==> src/psl_defs.vh <==
`ifndef PSL_DEFS_VH
`define PSL_DEFS_VH

// ****************************************************************
// Register indices; byte address is four times the index.
// ****************************************************************
`define PSL_IDX_BASIC_CTRL    5'h00
`define PSL_IDX_BASIC_STAT    5'h01
`define PSL_IDX_ADV           5'h04
`define PSL_IDX_FAST_TX_CTRL  5'h13
`define PSL_IDX_PREAMBLE_CTRL 5'h14
`define PSL_IDX_LED_CONFIG    5'h1B

// ****************************************************************
// Field positions.
// ****************************************************************
`define PSL_CTL_SOFT_RESET    15
`define PSL_CTL_SPEED100      13
`define PSL_CTL_AN_EN         12
`define PSL_CTL_FULL_DUPLEX   8
`define PSL_STA_PRE_SUPP      6
`define PSL_STA_AN_DONE       5
`define PSL_STA_REMOTE_FAULT  4
`define PSL_STA_LINK          2
`define PSL_ADV_REMOTE_FAULT  13
`define PSL_FTX_TX_ISOLATE    5
`define PSL_FTX_FEF_EN        4
`define PSL_FTX_FIBER_FORCE   0
`define PSL_PRE_SUPP_EN       1
`define PSL_LED_MODE          9

// ****************************************************************
// Reset values.
// ****************************************************************
`define PSL_ADV_RESET         16'h01E1
`define PSL_FTX_RESET         16'h0010
`define PSL_PRE_RESET         16'h0000
`define PSL_LED_RESET         16'h0000

// ****************************************************************
// Coding stage bypass vector positions.
// ****************************************************************
`define PSL_BYP_SCRAMBLE      0
`define PSL_BYP_MLT3          1
`define PSL_BYP_EQUALIZER     2
`define PSL_BYP_DESCRAMBLE    3

// ****************************************************************
// Timing.
// ****************************************************************
`define PSL_CLK_MHZ           100
`define PSL_BLINK_SLOW_HALF_US 50000
`define PSL_BLINK_FAST_HALF_US 25000
`define PSL_MDIX_WINDOW_US    1000

`endif

==> src/psl_ctrl.v <==
// The implementer's own choices: the register offsets and the Avalon-MM register port.
`timescale 1ns/1ps
// How it works
// - LED mode bit picks blink/duplex display style.
// - Link LED on with link, 10 Hz activity.
// - Activity LED blinks 20 Hz on half-duplex.
// - Activity LED steady full-duplex, blinks on collision.
// - Speed LED on at 100, off 10; LED follows control bit 13 gated by link, off in fiber at 100 with it clear.
// - Control bit 15 resets registers, latches and crossover search, self-clears.
// - Both resets reload defaults from sampled straps.
// - Status bit six reports suppression; control enables.
// - Frames without preamble accepted; idle between.
// - Local fault sets advertised bit 13, renegotiates on copper.
// - Advertised fault bit clears after good negotiation.
// - Partner fault bit sets status remote fault.
// - Transmit isolate ignores MAC, tri-states, no pulses.
// - Swap pairs before negotiation when crossed.
// - Fiber bypasses scrambler, MLT3, equalizer, descrambler.
// - Signal detect picks fiber; both low twisted.
// - Fiber disables negotiation; strap or software only.
// - Far-end fault on in fiber, sends indication.
// - Partner fault forces link fail, sets status.
// - Fiber sends idle whenever not transmitting.
`include "psl_defs.vh"

module psl_ctrl #(
  parameter BLINK_SLOW_HALF = `PSL_BLINK_SLOW_HALF_US * `PSL_CLK_MHZ,
  parameter BLINK_FAST_HALF = `PSL_BLINK_FAST_HALF_US * `PSL_CLK_MHZ,
  parameter MDIX_WINDOW     = `PSL_MDIX_WINDOW_US * `PSL_CLK_MHZ
) (
  input  wire        i_clk,
  input  wire        i_srst,
  input  wire [6:0]  i_avs_address,
  input  wire        i_avs_read,
  input  wire        i_avs_write,
  input  wire [31:0] i_avs_writedata,
  input  wire [3:0]  i_avs_byteenable,
  output reg  [31:0] o_avs_readdata,
  output reg         o_avs_waitrequest,
  input  wire        i_strap_speed100,
  input  wire        i_strap_full_duplex,
  input  wire        i_strap_an_en,
  input  wire        i_strap_fiber,
  input  wire        i_link_up,
  input  wire        i_activity,
  input  wire        i_collision,
  input  wire        i_tx_en,
  input  wire        i_link_pulse_seen,
  input  wire        i_local_fault,
  input  wire        i_an_success,
  input  wire        i_lp_word_valid,
  input  wire [15:0] i_lp_word,
  input  wire        i_signal_detect_pos,
  input  wire        i_signal_detect_neg,
  input  wire        i_rx_fef_seen,
  output reg         o_led_link,
  output reg         o_led_speed,
  output reg         o_led_act,
  output reg         o_led_oe,
  output reg         o_soft_reset,
  output reg         o_speed100,
  output reg         o_full_duplex,
  output reg         o_an_enable,
  output reg         o_an_restart,
  output reg  [15:0] o_adv_word,
  output reg         o_preamble_suppress,
  output reg         o_mac_isolate,
  output reg         o_link_pulse_en,
  output reg         o_mdix_swap,
  output reg         o_fiber_mode,
  output reg  [3:0]  o_bypass,
  output reg         o_tx_fef,
  output reg         o_link_fail_force,
  output reg         o_tx_idle
);

  localparam ST_SEARCH = 1'h0;
  localparam ST_LOCKED = 1'h1;

  // ****************************************************************
  // Helpers.
  // ****************************************************************
  function [15:0] merge;
    input [15:0] old;
    input [31:0] wdata;
    input [3:0]  be;
    begin
      merge[7:0]  = be[0] ? wdata[7:0]  : old[7:0];
      merge[15:8] = be[1] ? wdata[15:8] : old[15:8];
    end
  endfunction

  function [22:0] count_down;
    input [22:0] cnt;
    input [22:0] reload;
    begin
      count_down = (cnt == 23'h00_0000) ? reload : cnt - 23'h00_0001;
    end
  endfunction

  // ****************************************************************
  // State.
  // ****************************************************************
  reg         strap_speed100;
  reg         strap_full_duplex;
  reg         strap_an_en;
  reg         strap_fiber;
  reg  [15:0] ctl;
  reg  [15:0] adv;
  reg  [15:0] ftx;
  reg  [15:0] pre;
  reg  [15:0] led_cfg;
  reg         rf_status;
  reg         an_done;
  reg         sw_rst;
  reg  [22:0] slow_cnt;
  reg  [22:0] fast_cnt;
  reg         slow_sq;
  reg         fast_sq;
  reg         mdix_state;
  reg  [22:0] mdix_cnt;

  wire        reg_rst = i_srst | sw_rst;
  wire        req = (i_avs_read | i_avs_write) & o_avs_waitrequest;
  wire        wr = req & i_avs_write;
  wire        rd = req & i_avs_read;
  wire [4:0]  idx = i_avs_address[6:2];
  wire        sd_valid = i_signal_detect_pos ^ i_signal_detect_neg;
  wire        sig_ok = i_signal_detect_pos & ~i_signal_detect_neg;
  // Any valid signal-detect pair selects fiber, but only the pos-high pair means
  // the optical link itself is good enough to monitor for a far-end fault.
  wire        fiber = strap_fiber | ftx[`PSL_FTX_FIBER_FORCE] | sd_valid;
  wire        fef_on = fiber & ftx[`PSL_FTX_FEF_EN];
  wire        isolate = ftx[`PSL_FTX_TX_ISOLATE];
  wire        fef_hit = fef_on & sig_ok & i_rx_fef_seen;
  wire        lp_fault = i_lp_word_valid & i_lp_word[`PSL_ADV_REMOTE_FAULT];
  wire        stat_rd = rd & (idx == `PSL_IDX_BASIC_STAT);
  wire [15:0] status;

  assign status = {9'h000, 1'h1, an_done, rf_status, 1'h0, i_link_up, 2'h0};

  // ****************************************************************
  // Strap capture while the hardware reset is held.
  // ****************************************************************
  always @(posedge i_clk) begin
    if (i_srst) begin
      strap_speed100    <= i_strap_speed100;
      strap_full_duplex <= i_strap_full_duplex;
      strap_an_en       <= i_strap_an_en;
      strap_fiber       <= i_strap_fiber;
    end
  end

  // ****************************************************************
  // Avalon-MM slave: one answer cycle with waitrequest low.
  // ****************************************************************
  // Only the hardware reset touches the slave, so the write that asks for a soft
  // reset still receives its answer cycle.
  always @(posedge i_clk) begin
    if (i_srst) begin
      o_avs_waitrequest <= 1'h1;
      o_avs_readdata    <= 32'h0000_0000;
    end else if (req) begin
      o_avs_waitrequest <= 1'h0;
      o_avs_readdata    <= 32'h0000_0000;
      if (i_avs_read) begin
        case (idx)
          `PSL_IDX_BASIC_CTRL:    o_avs_readdata[15:0] <= ctl;
          `PSL_IDX_BASIC_STAT:    o_avs_readdata[15:0] <= status;
          `PSL_IDX_ADV:           o_avs_readdata[15:0] <= adv;
          `PSL_IDX_FAST_TX_CTRL:  o_avs_readdata[15:0] <= ftx;
          `PSL_IDX_PREAMBLE_CTRL: o_avs_readdata[15:0] <= pre;
          `PSL_IDX_LED_CONFIG:    o_avs_readdata[15:0] <= led_cfg;
          default:                o_avs_readdata[15:0] <= 16'h0000;
        endcase
      end
    end else begin
      o_avs_waitrequest <= 1'h1;
    end
  end

  // ****************************************************************
  // Register file; soft reset reloads every default next cycle.
  // ****************************************************************
  always @(posedge i_clk) begin
    if (reg_rst) begin
      ctl <= {2'h0, (i_srst ? i_strap_speed100 : strap_speed100),
              (i_srst ? i_strap_an_en : strap_an_en), 3'h0,
              (i_srst ? i_strap_full_duplex : strap_full_duplex), 8'h00};
      adv     <= `PSL_ADV_RESET;
      ftx     <= `PSL_FTX_RESET;
      pre     <= `PSL_PRE_RESET;
      led_cfg <= `PSL_LED_RESET;
      sw_rst  <= 1'h0;
    end else begin
      sw_rst <= wr & (idx == `PSL_IDX_BASIC_CTRL) &
                i_avs_byteenable[1] & i_avs_writedata[`PSL_CTL_SOFT_RESET];
      if (wr && idx == `PSL_IDX_BASIC_CTRL)
        ctl <= merge(ctl, i_avs_writedata, i_avs_byteenable);
      if (wr && idx == `PSL_IDX_FAST_TX_CTRL)
        ftx <= merge(ftx, i_avs_writedata, i_avs_byteenable);
      if (wr && idx == `PSL_IDX_PREAMBLE_CTRL)
        pre <= merge(pre, i_avs_writedata, i_avs_byteenable);
      if (wr && idx == `PSL_IDX_LED_CONFIG)
        led_cfg <= merge(led_cfg, i_avs_writedata, i_avs_byteenable);
      if (wr && idx == `PSL_IDX_ADV)
        adv <= merge(adv, i_avs_writedata, i_avs_byteenable);
      // The fault bit stays set until a good negotiation; a new fault wins.
      if (i_local_fault)
        adv[`PSL_ADV_REMOTE_FAULT] <= 1'h1;
      else if (i_an_success)
        adv[`PSL_ADV_REMOTE_FAULT] <= 1'h0;
    end
  end

  // ****************************************************************
  // Status latches: remote fault clears on read, a new event wins.
  // ****************************************************************
  always @(posedge i_clk) begin
    if (reg_rst) begin
      rf_status <= 1'h0;
      an_done   <= 1'h0;
    end else begin
      if (lp_fault || fef_hit)
        rf_status <= 1'h1;
      else if (stat_rd)
        rf_status <= 1'h0;
      // Negotiation only runs on copper, and its done flag drops with the link.
      if (i_an_success && !fiber)
        an_done <= 1'h1;
      else if (!i_link_up)
        an_done <= 1'h0;
    end
  end

  // ****************************************************************
  // Blink generators.
  // ****************************************************************
  // The blink counters run through a soft reset so the LEDs keep their rhythm.
  always @(posedge i_clk) begin
    if (i_srst) begin
      slow_cnt <= 23'h00_0000;
      fast_cnt <= 23'h00_0000;
      slow_sq  <= 1'h0;
      fast_sq  <= 1'h0;
    end else begin
      slow_cnt <= count_down(slow_cnt, BLINK_SLOW_HALF[22:0] - 23'h00_0001);
      fast_cnt <= count_down(fast_cnt, BLINK_FAST_HALF[22:0] - 23'h00_0001);
      if (slow_cnt == 23'h00_0000)
        slow_sq <= ~slow_sq;
      if (fast_cnt == 23'h00_0000)
        fast_sq <= ~fast_sq;
    end
  end

  // ****************************************************************
  // Crossover search ahead of negotiation.
  // ****************************************************************
  // With no partner heard the pairs swap once per window; any pulse, a link or
  // fiber freezes the current choice until the partner is lost again.
  always @(posedge i_clk) begin
    if (reg_rst) begin
      mdix_state  <= ST_SEARCH;
      mdix_cnt    <= 23'h00_0000;
      o_mdix_swap <= 1'h0;
    end else begin
      case (mdix_state)
        ST_SEARCH: begin
          if (fiber || i_link_pulse_seen || i_link_up) begin
            mdix_state <= ST_LOCKED;
          end else if (mdix_cnt == MDIX_WINDOW[22:0] - 23'h00_0001) begin
            mdix_cnt    <= 23'h00_0000;
            o_mdix_swap <= ~o_mdix_swap;
          end else begin
            mdix_cnt <= mdix_cnt + 23'h00_0001;
          end
        end
        ST_LOCKED: begin
          mdix_cnt <= 23'h00_0000;
          if (!i_link_up && !i_link_pulse_seen && !fiber)
            mdix_state <= ST_SEARCH;
        end
        default: mdix_state <= ST_SEARCH;
      endcase
    end
  end

  // ****************************************************************
  // Registered outputs.
  // ****************************************************************
  always @(posedge i_clk) begin
    if (i_srst) begin
      o_led_link          <= 1'h0;
      o_led_speed         <= 1'h0;
      o_led_act           <= 1'h0;
      o_led_oe            <= 1'h0;
      o_soft_reset        <= 1'h0;
      o_speed100          <= 1'h0;
      o_full_duplex       <= 1'h0;
      o_an_enable         <= 1'h0;
      o_an_restart        <= 1'h0;
      o_adv_word          <= 16'h0000;
      o_preamble_suppress <= 1'h0;
      o_mac_isolate       <= 1'h0;
      o_link_pulse_en     <= 1'h0;
      o_fiber_mode        <= 1'h0;
      o_bypass            <= 4'h0;
      o_tx_fef            <= 1'h0;
      o_link_fail_force   <= 1'h0;
      o_tx_idle           <= 1'h0;
    end else begin
      // Strap pins double as LED pins, so drive only after reset.
      o_led_oe    <= ~sw_rst;
      o_led_speed <= i_link_up & ctl[`PSL_CTL_SPEED100];
      if (led_cfg[`PSL_LED_MODE]) begin
        o_led_link <= i_link_up & ~(i_activity & slow_sq);
        o_led_act  <= i_collision ? fast_sq : ctl[`PSL_CTL_FULL_DUPLEX];
      end else begin
        o_led_link <= i_link_up;
        o_led_act  <= i_activity & ~ctl[`PSL_CTL_FULL_DUPLEX] & fast_sq;
      end
      o_soft_reset        <= sw_rst;
      o_speed100          <= ctl[`PSL_CTL_SPEED100] | fiber;
      o_full_duplex       <= ctl[`PSL_CTL_FULL_DUPLEX];
      o_an_enable         <= ctl[`PSL_CTL_AN_EN] & ~fiber;
      // A local fault renegotiates only on copper; fiber has no negotiation.
      o_an_restart        <= i_local_fault & ~fiber;
      o_adv_word          <= adv;
      o_preamble_suppress <= pre[`PSL_PRE_SUPP_EN];
      o_mac_isolate       <= isolate;
      o_link_pulse_en     <= ~isolate & ~fiber;
      o_fiber_mode        <= fiber;
      o_bypass            <= {4{fiber}};
      // Isolation silences the fault indication along with the link pulses.
      o_tx_fef            <= fef_on & ~sig_ok & ~isolate;
      o_link_fail_force   <= fef_hit;
      o_tx_idle           <= fiber & ~(i_tx_en & ~isolate);
    end
  end

endmodule

==> config.mk <==
export PLATFORM = sky130hd
export DESIGN_NAME = psl_ctrl
export DESIGN_NICKNAME = d
export VERILOG_FILES = /design/src/psl_ctrl.v
export VERILOG_INCLUDE_DIRS = /design/src
export SDC_FILE = /design/constraint.sdc
export NUM_CORES = 1
export LEC_CHECK = 0
export BUFFER_PORTS_ARGS = -buffer_cell sky130_fd_sc_hd__buf_2
export CAP_MARGIN = 25
export CORE_UTILIZATION = 39
export DETAILED_ROUTE_END_ITERATION = 10
export GPL_TIMING_DRIVEN = 0
export PLACE_DENSITY = 0.55
export SYNTH_ARGS = -nofsm -noshare
export SYNTH_HDL_FRONTEND = slang
export SYNTH_SLANG_ARGS = --single-unit
==> constraint.sdc <==
create_clock -name i_clk -period 5.4 [get_ports i_clk]
set_input_delay 1.08 -clock i_clk [delete_from_list [all_inputs] [get_ports i_clk]]
set_output_delay 1.08 -clock i_clk [all_outputs]
set_load 0.01 [all_outputs]
==> results of run 1 <==
-- synthesized netlist by cell type (all sizes together), types with 9 or more instances --
library cell	number	area share, %
xnor2	17	1.7
dfxtp	205	46
a22o	18	1.8
nand3	49	2.7
or3	12	0.86
buf	39	2.9
nand2	93	3.9
xor2	23	2.3
nand4	17	1.2
and3	9	0.63
inv	19	0.80
clkbuf	39	1.6
a22oi	14	1.2
nor2b	22	1.5
o21ai	13	0.73
nor4	12	0.91
mux2i	69	7.7
nor2	114	4.8
a21oi	86	4.8
nor3	21	1.3
-- state kept, by name, summed over array words and instances, names as in the netlist, 16 cells and up --
register / count
o_avs_readdata: 16
slow_cnt: 23
pre: 16
ftx: 16
adv: 16
fast_cnt: 23
o_adv_word: 16
ctl: 16
mdix_cnt: 23
led_cfg: 16
-- cells in the final DEF, fill, tap and decap left out, types with 5 or more instances in the layout --
cell / Yosys / routed
a22oi_1: 14 / 14
o21ai_0: 13 / 13
nand2b_1: 7 / 7
or3_1: 11 / 11
clkbuf_8: 0 / 5
clkbuf_1: 39 / 44
ha_1: 6 / 6
mux2i_1: 69 / 69
nor2_1: 114 / 114
nor3_1: 19 / 19
buf_1: 7 / 7
inv_1: 19 / 19
dfxtp_1: 205 / 205
nand3_1: 49 / 49
nor2b_1: 22 / 22
conb_1: 1 / 16
a31oi_1: 6 / 6
nand3b_1: 5 / 5
buf_2: 8 / 105
xor2_1: 23 / 23
nand2_1: 93 / 93
xnor2_1: 17 / 17
nand4_1: 17 / 17
nor4_1: 11 / 11
a22o_1: 17 / 17
buf_4: 21 / 22
mux2_2: 7 / 7
and3_1: 9 / 9
clkbuf_16: 0 / 25
a21oi_1: 86 / 86
nor4b_1: 6 / 6
-- stage by stage --
stage / instances / worst slack, ps / power (mW) / util (%)
2_1_floorplan: 1004 / 2320 / 2.46 / -
3_3_place_gp: 1379 / 1540 / 2.66 / 44.4
4_1_cts: 1425 / 2390 / 4.38 / 48.2
3_5_place_dp: 1382 / 1870 / 2.67 / 44.5
5_1_grt: 1426 / 2220 / 4.57 / 48.2
6_report: 1426 / 2360 / 4.34 / 48.2
-- per-layer routing --
layer | up-vias | share of wire [%] | wire length (um) | GRT usage (%)
met3 | 34 | 5.7 | 1420 | 3.46
li1 | 3718 | - | - | -
met4 | 4 | 1.7 | 426 | 4.71
met5 | - | 0.093 | 23 | 0
met1 | 3587 | 46 | 11500 | 28.5
met2 | 218 | 46 | 11400 | 34.9
-- kinds of logic (layout without fill, tap and decap cells) --
logic type               after synthesis  count (layout)
AO/OA/AOI/OAI                        159             159
other                                  1              16
multiplexers                          76              76
flip-flops                           209             209
adder cells (fa/ha/maj)                6               6
AND/OR/NAND/NOR                      401             401
XOR/XNOR                              40              40
buffers and inverters                 97             239
-- power by group --
group / total, mW / internal, mW / switching, mW / leakage, nW
logic: 0.832 / 0.364 / 0.469 / 2.19
clock network: 1.70 / 1.06 / 0.644 / 0.408
registers: 1.81 / 1.69 / 0.119 / 1.71
total: 4.34 / 3.11 / 1.23 / 4.30
-- worst reg2reg max path: stages, from the launching register on --
cell      delay [ps]
dfxtp_1          360
or3b_1           380
buf_2            210
nor3_1           440
nor3_1           210
buf_4            220
clkbuf_1         250
a21oi_1          200
mux2i_1           90
-- worst max-delay path by stage --
stage,startpoint,endpoint,cells after the start
2_1_floorplan,i_signal_detect_neg,mdix_cnt[22],9
3_3_place_gp,i_avs_address[5],o_avs_readdata[13],7
3_5_place_dp,i_signal_detect_neg,mdix_cnt[6],11
4_1_cts,i_signal_detect_neg,mdix_cnt[6],11
5_1_grt,i_signal_detect_neg,mdix_cnt[6],11
6_report,i_signal_detect_neg,mdix_cnt[6],11
-- final cells by class --
type / count / area, um^2 / area share, %
clock buffer: 35 / 713 / 6.69
sequential: 209 / 4220 / 39.6
multi-input combinational: 698 / 4280 / 40.1
clock inverter: 8 / 118 / 1.10
timing repair buffer: 99 / 500 / 4.70
buffer: 78 / 404 / 3.79
tap: 280 / 350 / 3.29
inverter: 19 / 71.3 / 0.669
==> key figures, run 1 <==
Detailed routing
  – Drt total wl: 24800 um
  – Vias: 7561
  – Wirelength per Cell: 17.4 um
  – Via density: 5.30
  – Drt pass-1 iters: 5
  – Initial DRC Count: 497
  – DRC violation count after routing: 0
  – Routed Antenna Nets: 0

Cells and area
  – Design Area, Final: 10700 um^2
  – N_diodes: 0
  – Fill cells: 2205
  – Final Net Count: 1214
  – Area delta synth->final: 19.5%
  – Layout cell share with drive strength beyond 1: 16.7%

Logic synthesis
  – Compound-gate portion of the synthesized area: 11.2%
  – Primary FF master, synth: dfxtp_1
  – Number of flops mapped to enable cells by yosys: 4
  – Flops & latches, synth: 209
  – Cell variety after synth: 60
  – Post-Syn Instances: 989
  – Register area share after synthesis: 47.3%
  – Mapped cell area: 8920 um^2
  – Post-Synth Adder-Cell Area: 0.842%
  – Yosys Warn Count: 0
  – Syn avg cell area: 9.02 um^2
  – Main combinational cell family by area after synthesis: simple AND/OR/NAND/NOR gates
  – Fraction of registers with async set/reset: 0%
  – Post-Synth XOR/XNOR Area: 3.93%
  – Simple-gate share of the synthesized area: 22.7%
  – Mux cell area share after synthesis: 8.63%

Floorplan
  – I/O pin count: 148
  – DIE AREA: 23500 um^2
  – Core box area: 22100 um^2
  – Die Wd: 153 um
  – Die H: 153 um
  – Std cell rows: 54
  – Initial Util: 40.4%

Clock tree
  – Clk root buf: clkbuf_16
  – CTS tree: built
  – Clk buf depth: 3
  – Gates resized, CTS repair: 0
  – Clock transition at the registers of the reported paths: 50 ps
  – Clock sink count: 209
  – CTS Buf Count: 25
  – Setup Buffers After CTS: 0
  – Hold buffers post-CTS: 0
  – Clk_lat worst skew: 510 ps
  – H-tree Lvls: 1

Worst setup path
  – R2r worst-path depth: 8
  – Arr. time, crit path: 3420 ps
  – Largest stage delay, worst path: 440 ps
  – Crit-path slowest cell: nor3_1
  – Critical path required time: 5780 ps
  – Critical-path cell list: buf_2, inv_1, ha_1, or3b_1, buf_2, nor3_1, nor3_1, buf_4, clkbuf_1, a21oi_1, mux2i_1
  – Crit. End Element: flip-flop
  – Top delay family on crit path: simple AND/OR/NAND/NOR gates
  – Setup crit start kind: primary input
  – Setup CP Type: in2reg
  – FF-to-FF Start: ftx[0]
  – Critical path fanouts, max: 10
  – Worst Path Buf+Inv: 5
  – R2R Setup Slk: 2900 ps
  – Reg2reg end: mdix_cnt[6]

Global route
  – First-pass GRT wire length: 39100 um
  – Largest net degree at the start of global routing: 13
  – GRT Util Overall: 21.0%
  – Antenna violations before repair: 2
  – Grt ovf: 0
  – Number of global-route vias before repair: 7037

Placed design
  – Detailed placement HPWL: 17500 um
  – Area post-placement: 9820 um^2
  – PortBufs: 95
  – Routability Congestion: 0.823

Timing
  – Tcrit/Tclk final: 56.3%
  – Hold WS: 447 ps
  – Relative slew slack: 31.2%
  – Slew Limit Fails: 0
  – Setup TNS: 0 ps
  – Unrepaired setup endpoints after global routing: no
  – Final hold vios: 0
  – FMAX: 329 MHz
  – Final clock skew: 8.21 ps
  – Worst slew pin tran: 1030 ps
  – Setup Viol. Count Final: 0
  – Clock period minus worst slack: 3040 ps

Pwr
  – P_leak: 4.30 nW
  – PD cells: 408 nW/um^2
  – Max VDD drop: 0.213 mV

Job
  – Max cap viols: 0

Min path
  – Worst Hold Launch: ftx[1]
  – Hold Path Depth: 2
  – Hold Path Sink: ftx[1]
  – Min-delay worst type: reg2reg

Outcome
  – Status: finished, final reports clean
(Power assumes the default switching activity.)
==> inputs of run 2 (changes only) <==
Settings changed: PLACE_DENSITY 0.55 to 0.57.
Clock period 5.4 ns to 2.45 ns, I/O delays scaled along.
==> run 2 against run 1 <==
  * Sequential power up 120%
  * Critical path type unchanged
  * First-iteration DRC count up 2.0%
  * Design area rose by 1.1%
  * Largest cell class unchanged
==> key figures, run 2 (synthesized netlist as in run 1, its figures left out) <==
Outcome
  – Status: finished, final reports clean

Floorplan
  – Initial Util: 40.4%
  – Die H: 153 um
  – I/O pin count: 148
  – Core box area: 22100 um^2
  – Die Wd: 153 um
  – DIE AREA: 23500 um^2
  – Std cell rows: 54

Worst setup path
  – Arr. time, crit path: 2750 ps
  – Setup crit start kind: primary input
  – Critical-path cell list: buf_2, mux2_2, o31ai_1, and4b_1, clkbuf_1, clkbuf_1, a22o_1
  – Setup CP Type: in2reg
  – Crit-path slowest cell: clkbuf_1
  – R2R Setup Slk: 170 ps
  – Reg2reg end: fast_cnt[11]
  – Critical path required time: 2910 ps
  – R2r worst-path depth: 7
  – FF-to-FF Start: fast_cnt[17]
  – Critical path origin: i_avs_address[4]
  – Worst path most repeated cell: clkbuf_1
  – Largest stage delay, worst path: 630 ps
  – Crit. End Element: flip-flop
  – Critical path fanouts, max: 10

Clock tree
  – CTS tree: built
  – Clk_lat worst skew: 520 ps
  – H-tree Lvls: 1
  – Clock transition at the registers of the reported paths: 60 ps
  – Clock sink count: 209
  – CTS Buf Count: 24
  – Clk buf depth: 3
  – Clk root buf: clkbuf_16

Min path
  – Hold Path Depth: 2
  – Min-delay worst type: in2reg
  – Worst Hold Launch: i_tx_en
  – Hold Path Sink: o_tx_idle

Timing
  – Clock period minus worst slack: 2290 ps
  – Worst slew pin tran: 1070 ps
  – Unrepaired setup endpoints after global routing: no
  – FMAX: 438 MHz
  – Final clock skew: 17.2 ps
  – Slew Limit Fails: 0
  – Relative slew slack: 28.4%
  – Tcrit/Tclk final: 93.3%
  – Final hold vios: 0
  – Final worst setup slack: 165 ps
  – Setup Viol. Count Final: 0

Cells and area
  – Most common cell after layout, fill and taps aside: dfxtp_1
  – Final Net Count: 1213
  – Reg area: 4220 um^2
  – Fin util: 48.8%
  – Fill cells: 2169
  – Layout cell share with drive strength beyond 1: 17.5%
  – Area delta synth->final: 20.8%
  – Area of the multi-input gates: 4330 um^2
  – Biggest regs: fast_cnt (23), mdix_cnt (23), slow_cnt (23)
  – Most frequent cells in the layout: dfxtp_1 (205), nor2_1 (114), buf_2 (103), nand2_1 (93), a21oi_1 (86)

Global route
  – First-pass GRT wire length: 39500 um
  – GRT Util Overall: 21.3%
  – Grt ovf: 0
  – Number of global-route vias before repair: 7023
  – Antenna violations before repair: 3
  – Largest net degree at the start of global routing: 14

Detailed routing
  – Routed Antenna Nets: 0
  – Via density: 5.27
  – Vias: 7520
  – Initial DRC Count: 507
  – Drt pass-1 iters: 5
  – Wirelength per Cell: 17.6 um
  – Drt total wl: 25200 um
  – DRC violation count after routing: 0

Pwr
  – PD cells: 909 nW/um^2
  – Pwr Total: 9.80 mW
  – Max VDD drop: 0.445 mV
  – P_leak: 4.33 nW

Job
  – Max cap viols: 0

Placed design
  – Place WS: -541 ps
  – Routability Congestion: 0.833
  – PortBufs: 95
  – Detailed placement HPWL: 17800 um
[run 2: area by class of cell]
type                    count  area share, %
clock buffers              30           6.26
clock inverters            14           1.92
repair buffers             99           4.70
flip-flops and latches    209           39.2
diodes                      1         0.0232
inverters                  19          0.708
plain buffers              78           3.81
multi-input cells         698           40.1
well taps                 280           3.25
[run 2: worst max path at each step]
stage	endpoint	slack, ps	cells after the start
global route	pre[12]	30	7
floorplan	mdix_cnt[22]	-30	9
CTS	mdix_cnt[6]	60	6
global placement	o_avs_readdata[8]	-540	7
detailed placement	o_avs_readdata[11]	-540	7
finish	o_avs_readdata[8]	160	7
[run 2: critical path, delay by kind of cell]
| family | cells | cell delay (ps) |
|---|---|---|
| buffers and inverters | 3 | 1200 |
| AO/OA/AOI/OAI | 2 | 470 |
| multiplexers | 1 | 340 |
| AND/OR/NAND/NOR | 1 | 230 |
[run 2: what timing repair did]
action / in CTS / in global routing
setup buffers: 0 / 2
resized for setup: 1 / 4
pin swaps: 0 / 1
endpoints found under the setup margin: 5 / 15
gates cloned: 0 / 0
hold buffers: 0 / 0
[run 2: metrics by stage]
| step | hold WS [ps] | cells | TNS (ps) | instance area [um^2] |
|---|---|---|---|---|
| floorplan | 429 | 1004 | -25.0 | 9010 |
| global placement | 437 | 1379 | -24850 | 9830 |
| detailed placement | 444 | 1380 | -24770 | 9840 |
| CTS | 152 | 1424 | 0 | 10700 |
| global route | 164 | 1428 | 0 | 10800 |
| finish | 171 | 1428 | 0 | 10800 |
[run 2: layer usage]
layer  part of all wire [%]  track usage (%)
met4                    3.0             8.13
met2                     44             33.1
met3                    5.4             3.54
met1                     48             29.5
met5                  0.064                0
[run 2: power breakdown]
part           internal [mW]  total [mW]  switching [mW]
Sequential              3.73        3.99           0.267
Clock                   2.48        3.95            1.47
Combinational          0.810        1.86            1.05
Total                   7.02        9.80            2.78
==> inputs of run 3 (changes only) <==
Settings changed: BUFFER_PORTS_ARGS -buffer_cell sky130_fd_sc_hd__buf_2 to -buffer_cell sky130_fd_sc_hd__clkbuf_2, CORE_MARGIN set to 8.
==> run 3 against run 2 <==
  * Wire length up 0.26%
  * Register-to-register slack worse by 30 ps
  * Sequential power barely moved
  * Largest power group unchanged
  * First-iteration DRC count shrank 18%
  * Sequential cell count did not move
  * Highest routed layer is now met4
==> key figures, run 3 (synthesized netlist as in run 1, its figures left out) <==
Worst setup path
  – Worst path most repeated cell: buf_6
  – Largest stage delay, worst path: 460 ps
  – Critical-path cell list: or3b_1, buf_6, or4_4, a211oi_4, buf_6, nand4_1, mux2i_1
  – Arr. time, crit path: 2750 ps
  – Crit-path slowest cell: or4_4
  – Worst Path Buf+Inv: 2
  – Critical path required time: 2890 ps
  – Critical path fanouts, max: 10
  – R2R Setup Slk: 140 ps
  – Crit. End Element: flip-flop
  – Setup crit start kind: flip-flop
  – Setup CP Type: reg2reg
  – Top delay family on crit path: simple AND/OR/NAND/NOR gates

Timing
  – FMAX: 433 MHz
  – Hold WS: 159 ps
  – Worst slew pin tran: 955 ps
  – Final clock skew: 8.74 ps
  – Clock period minus worst slack: 2310 ps
  – Final hold vios: 0
  – Setup TNS: 0 ps
  – Unrepaired setup endpoints after global routing: no
  – Relative slew slack: 36.0%
  – Setup Viol. Count Final: 0
  – Tcrit/Tclk final: 94.2%
  – Slew Limit Fails: 0

Pwr
  – P_leak: 4.29 nW
  – PD cells: 881 nW/um^2
  – Max VDD drop: 0.420 mV

Placed design
  – Detailed placement HPWL: 18100 um
  – Area post-placement: 9850 um^2
  – PortBufs: 95
  – Dpl cells: 1386
  – Routability Congestion: 0.852

Detailed routing
  – DRC violation count after routing: 0
  – Routed Antenna Nets: 0
  – Drt total wl: 25200 um
  – Initial DRC Count: 414
  – Drt pass-1 iters: 7
  – Wirelength per Cell: 17.6 um
  – Via density: 5.22
  – Vias: 7489

Clock tree
  – Clk root buf: clkbuf_16
  – CTS tree: built
  – Hold buffers post-CTS: 0
  – Clk buf depth: 3
  – Clock transition at the registers of the reported paths: 60 ps
  – Clk_lat worst skew: 510 ps
  – CTS Buf Count: 24
  – Clock sink count: 209
  – H-tree Lvls: 1

Global route
  – Number of global-route vias before repair: 7080
  – Largest net degree at the start of global routing: 13
  – First-pass GRT wire length: 39200 um
  – GRT Util Overall: 17.3%
  – Grt ovf: 0
  – Antenna violations before repair: 0

Cells and area
  – Fill cells: 2245
  – Layout cell share with drive strength beyond 1: 17.5%
  – Biggest regs: fast_cnt (23), mdix_cnt (23), slow_cnt (23)
  – Area delta synth->final: 20.2%
  – Post-Layout Cell Count: 1436
  – N_diodes: 0
  – Most common cell after layout, fill and taps aside: dfxtp_1
  – Design Area, Final: 10700 um^2
  – Most frequent cells in the layout: dfxtp_1 (205), nor2_1 (113), clkbuf_2 (97), nand2_1 (93), a21oi_1 (86)
  – Final Net Count: 1217

Floorplan
  – I/O pin count: 148
  – Std cell rows: 55
  – Core box area: 22600 um^2
  – DIE AREA: 28000 um^2
  – Die Wd: 167 um
  – Initial Util: 39.5%
  – Die H: 167 um

Min path
  – Min-delay worst type: in2reg

Job
  – Max cap viols: 0

Outcome
  – Status: finished, final reports clean
## run 3: layout make-up
| class | count | area, um^2 | share of cell area, % |
|---|---|---|---|
| clock buffer | 36 | 707 | 6.59 |
| buffer | 78 | 412 | 3.84 |
| timing repair buffer | 103 | 534 | 4.98 |
| tap | 285 | 357 | 3.32 |
| sequential | 209 | 4220 | 39.4 |
| inverter | 19 | 76.3 | 0.712 |
| clock inverter | 8 | 92.6 | 0.863 |
| multi-input combinational | 698 | 4320 | 40.3 |
## run 3: where the power goes
| part | internal (mW) | switching (mW) |
|---|---|---|
| Sequential | 3.73 | 0.264 |
| Clock | 2.20 | 1.41 |
| Combinational | 0.810 | 1.03 |
## run 3: repair_timing
item,4_1_cts,5_1_grt
buffers inserted,0,4
resized for setup,0,7
setup endpoints to repair,0,22
## run 3: worst paths after layout
| check | startpoint | end | cells after the start |
|---|---|---|---|
| max reg2reg | ftx[0] | mdix_cnt[19] | 7 |
| min | i_tx_en | o_tx_idle | 2 |
| max | ftx[0] | mdix_cnt[19] | 7 |
| min reg2reg | pre[8] | pre[8] | 2 |
## run 3: stage by stage
step                      setup slack, ps  util [%]  power, mW
after floorplan                     -25.0         -       5.43
after global placement               -575      43.6       5.86
after detailed placement             -432      43.7       5.88
after CTS                            25.2      47.2       9.52
after global routing                 26.5      47.5       9.93
final                                 142      47.5       9.44
## run 3: routing by layer
| metal | routed length (um) | global-route usage, % | up-vias |
|---|---|---|---|
| met5 | 0 | 0 | - |
| li1 | - | - | 3723 |
| met3 | 1700 | 4.26 | 38 |
| met4 | 591 | 4.54 | 0 |
| met2 | 11800 | 29.3 | 214 |
| met1 | 11200 | 21.7 | 3514 |
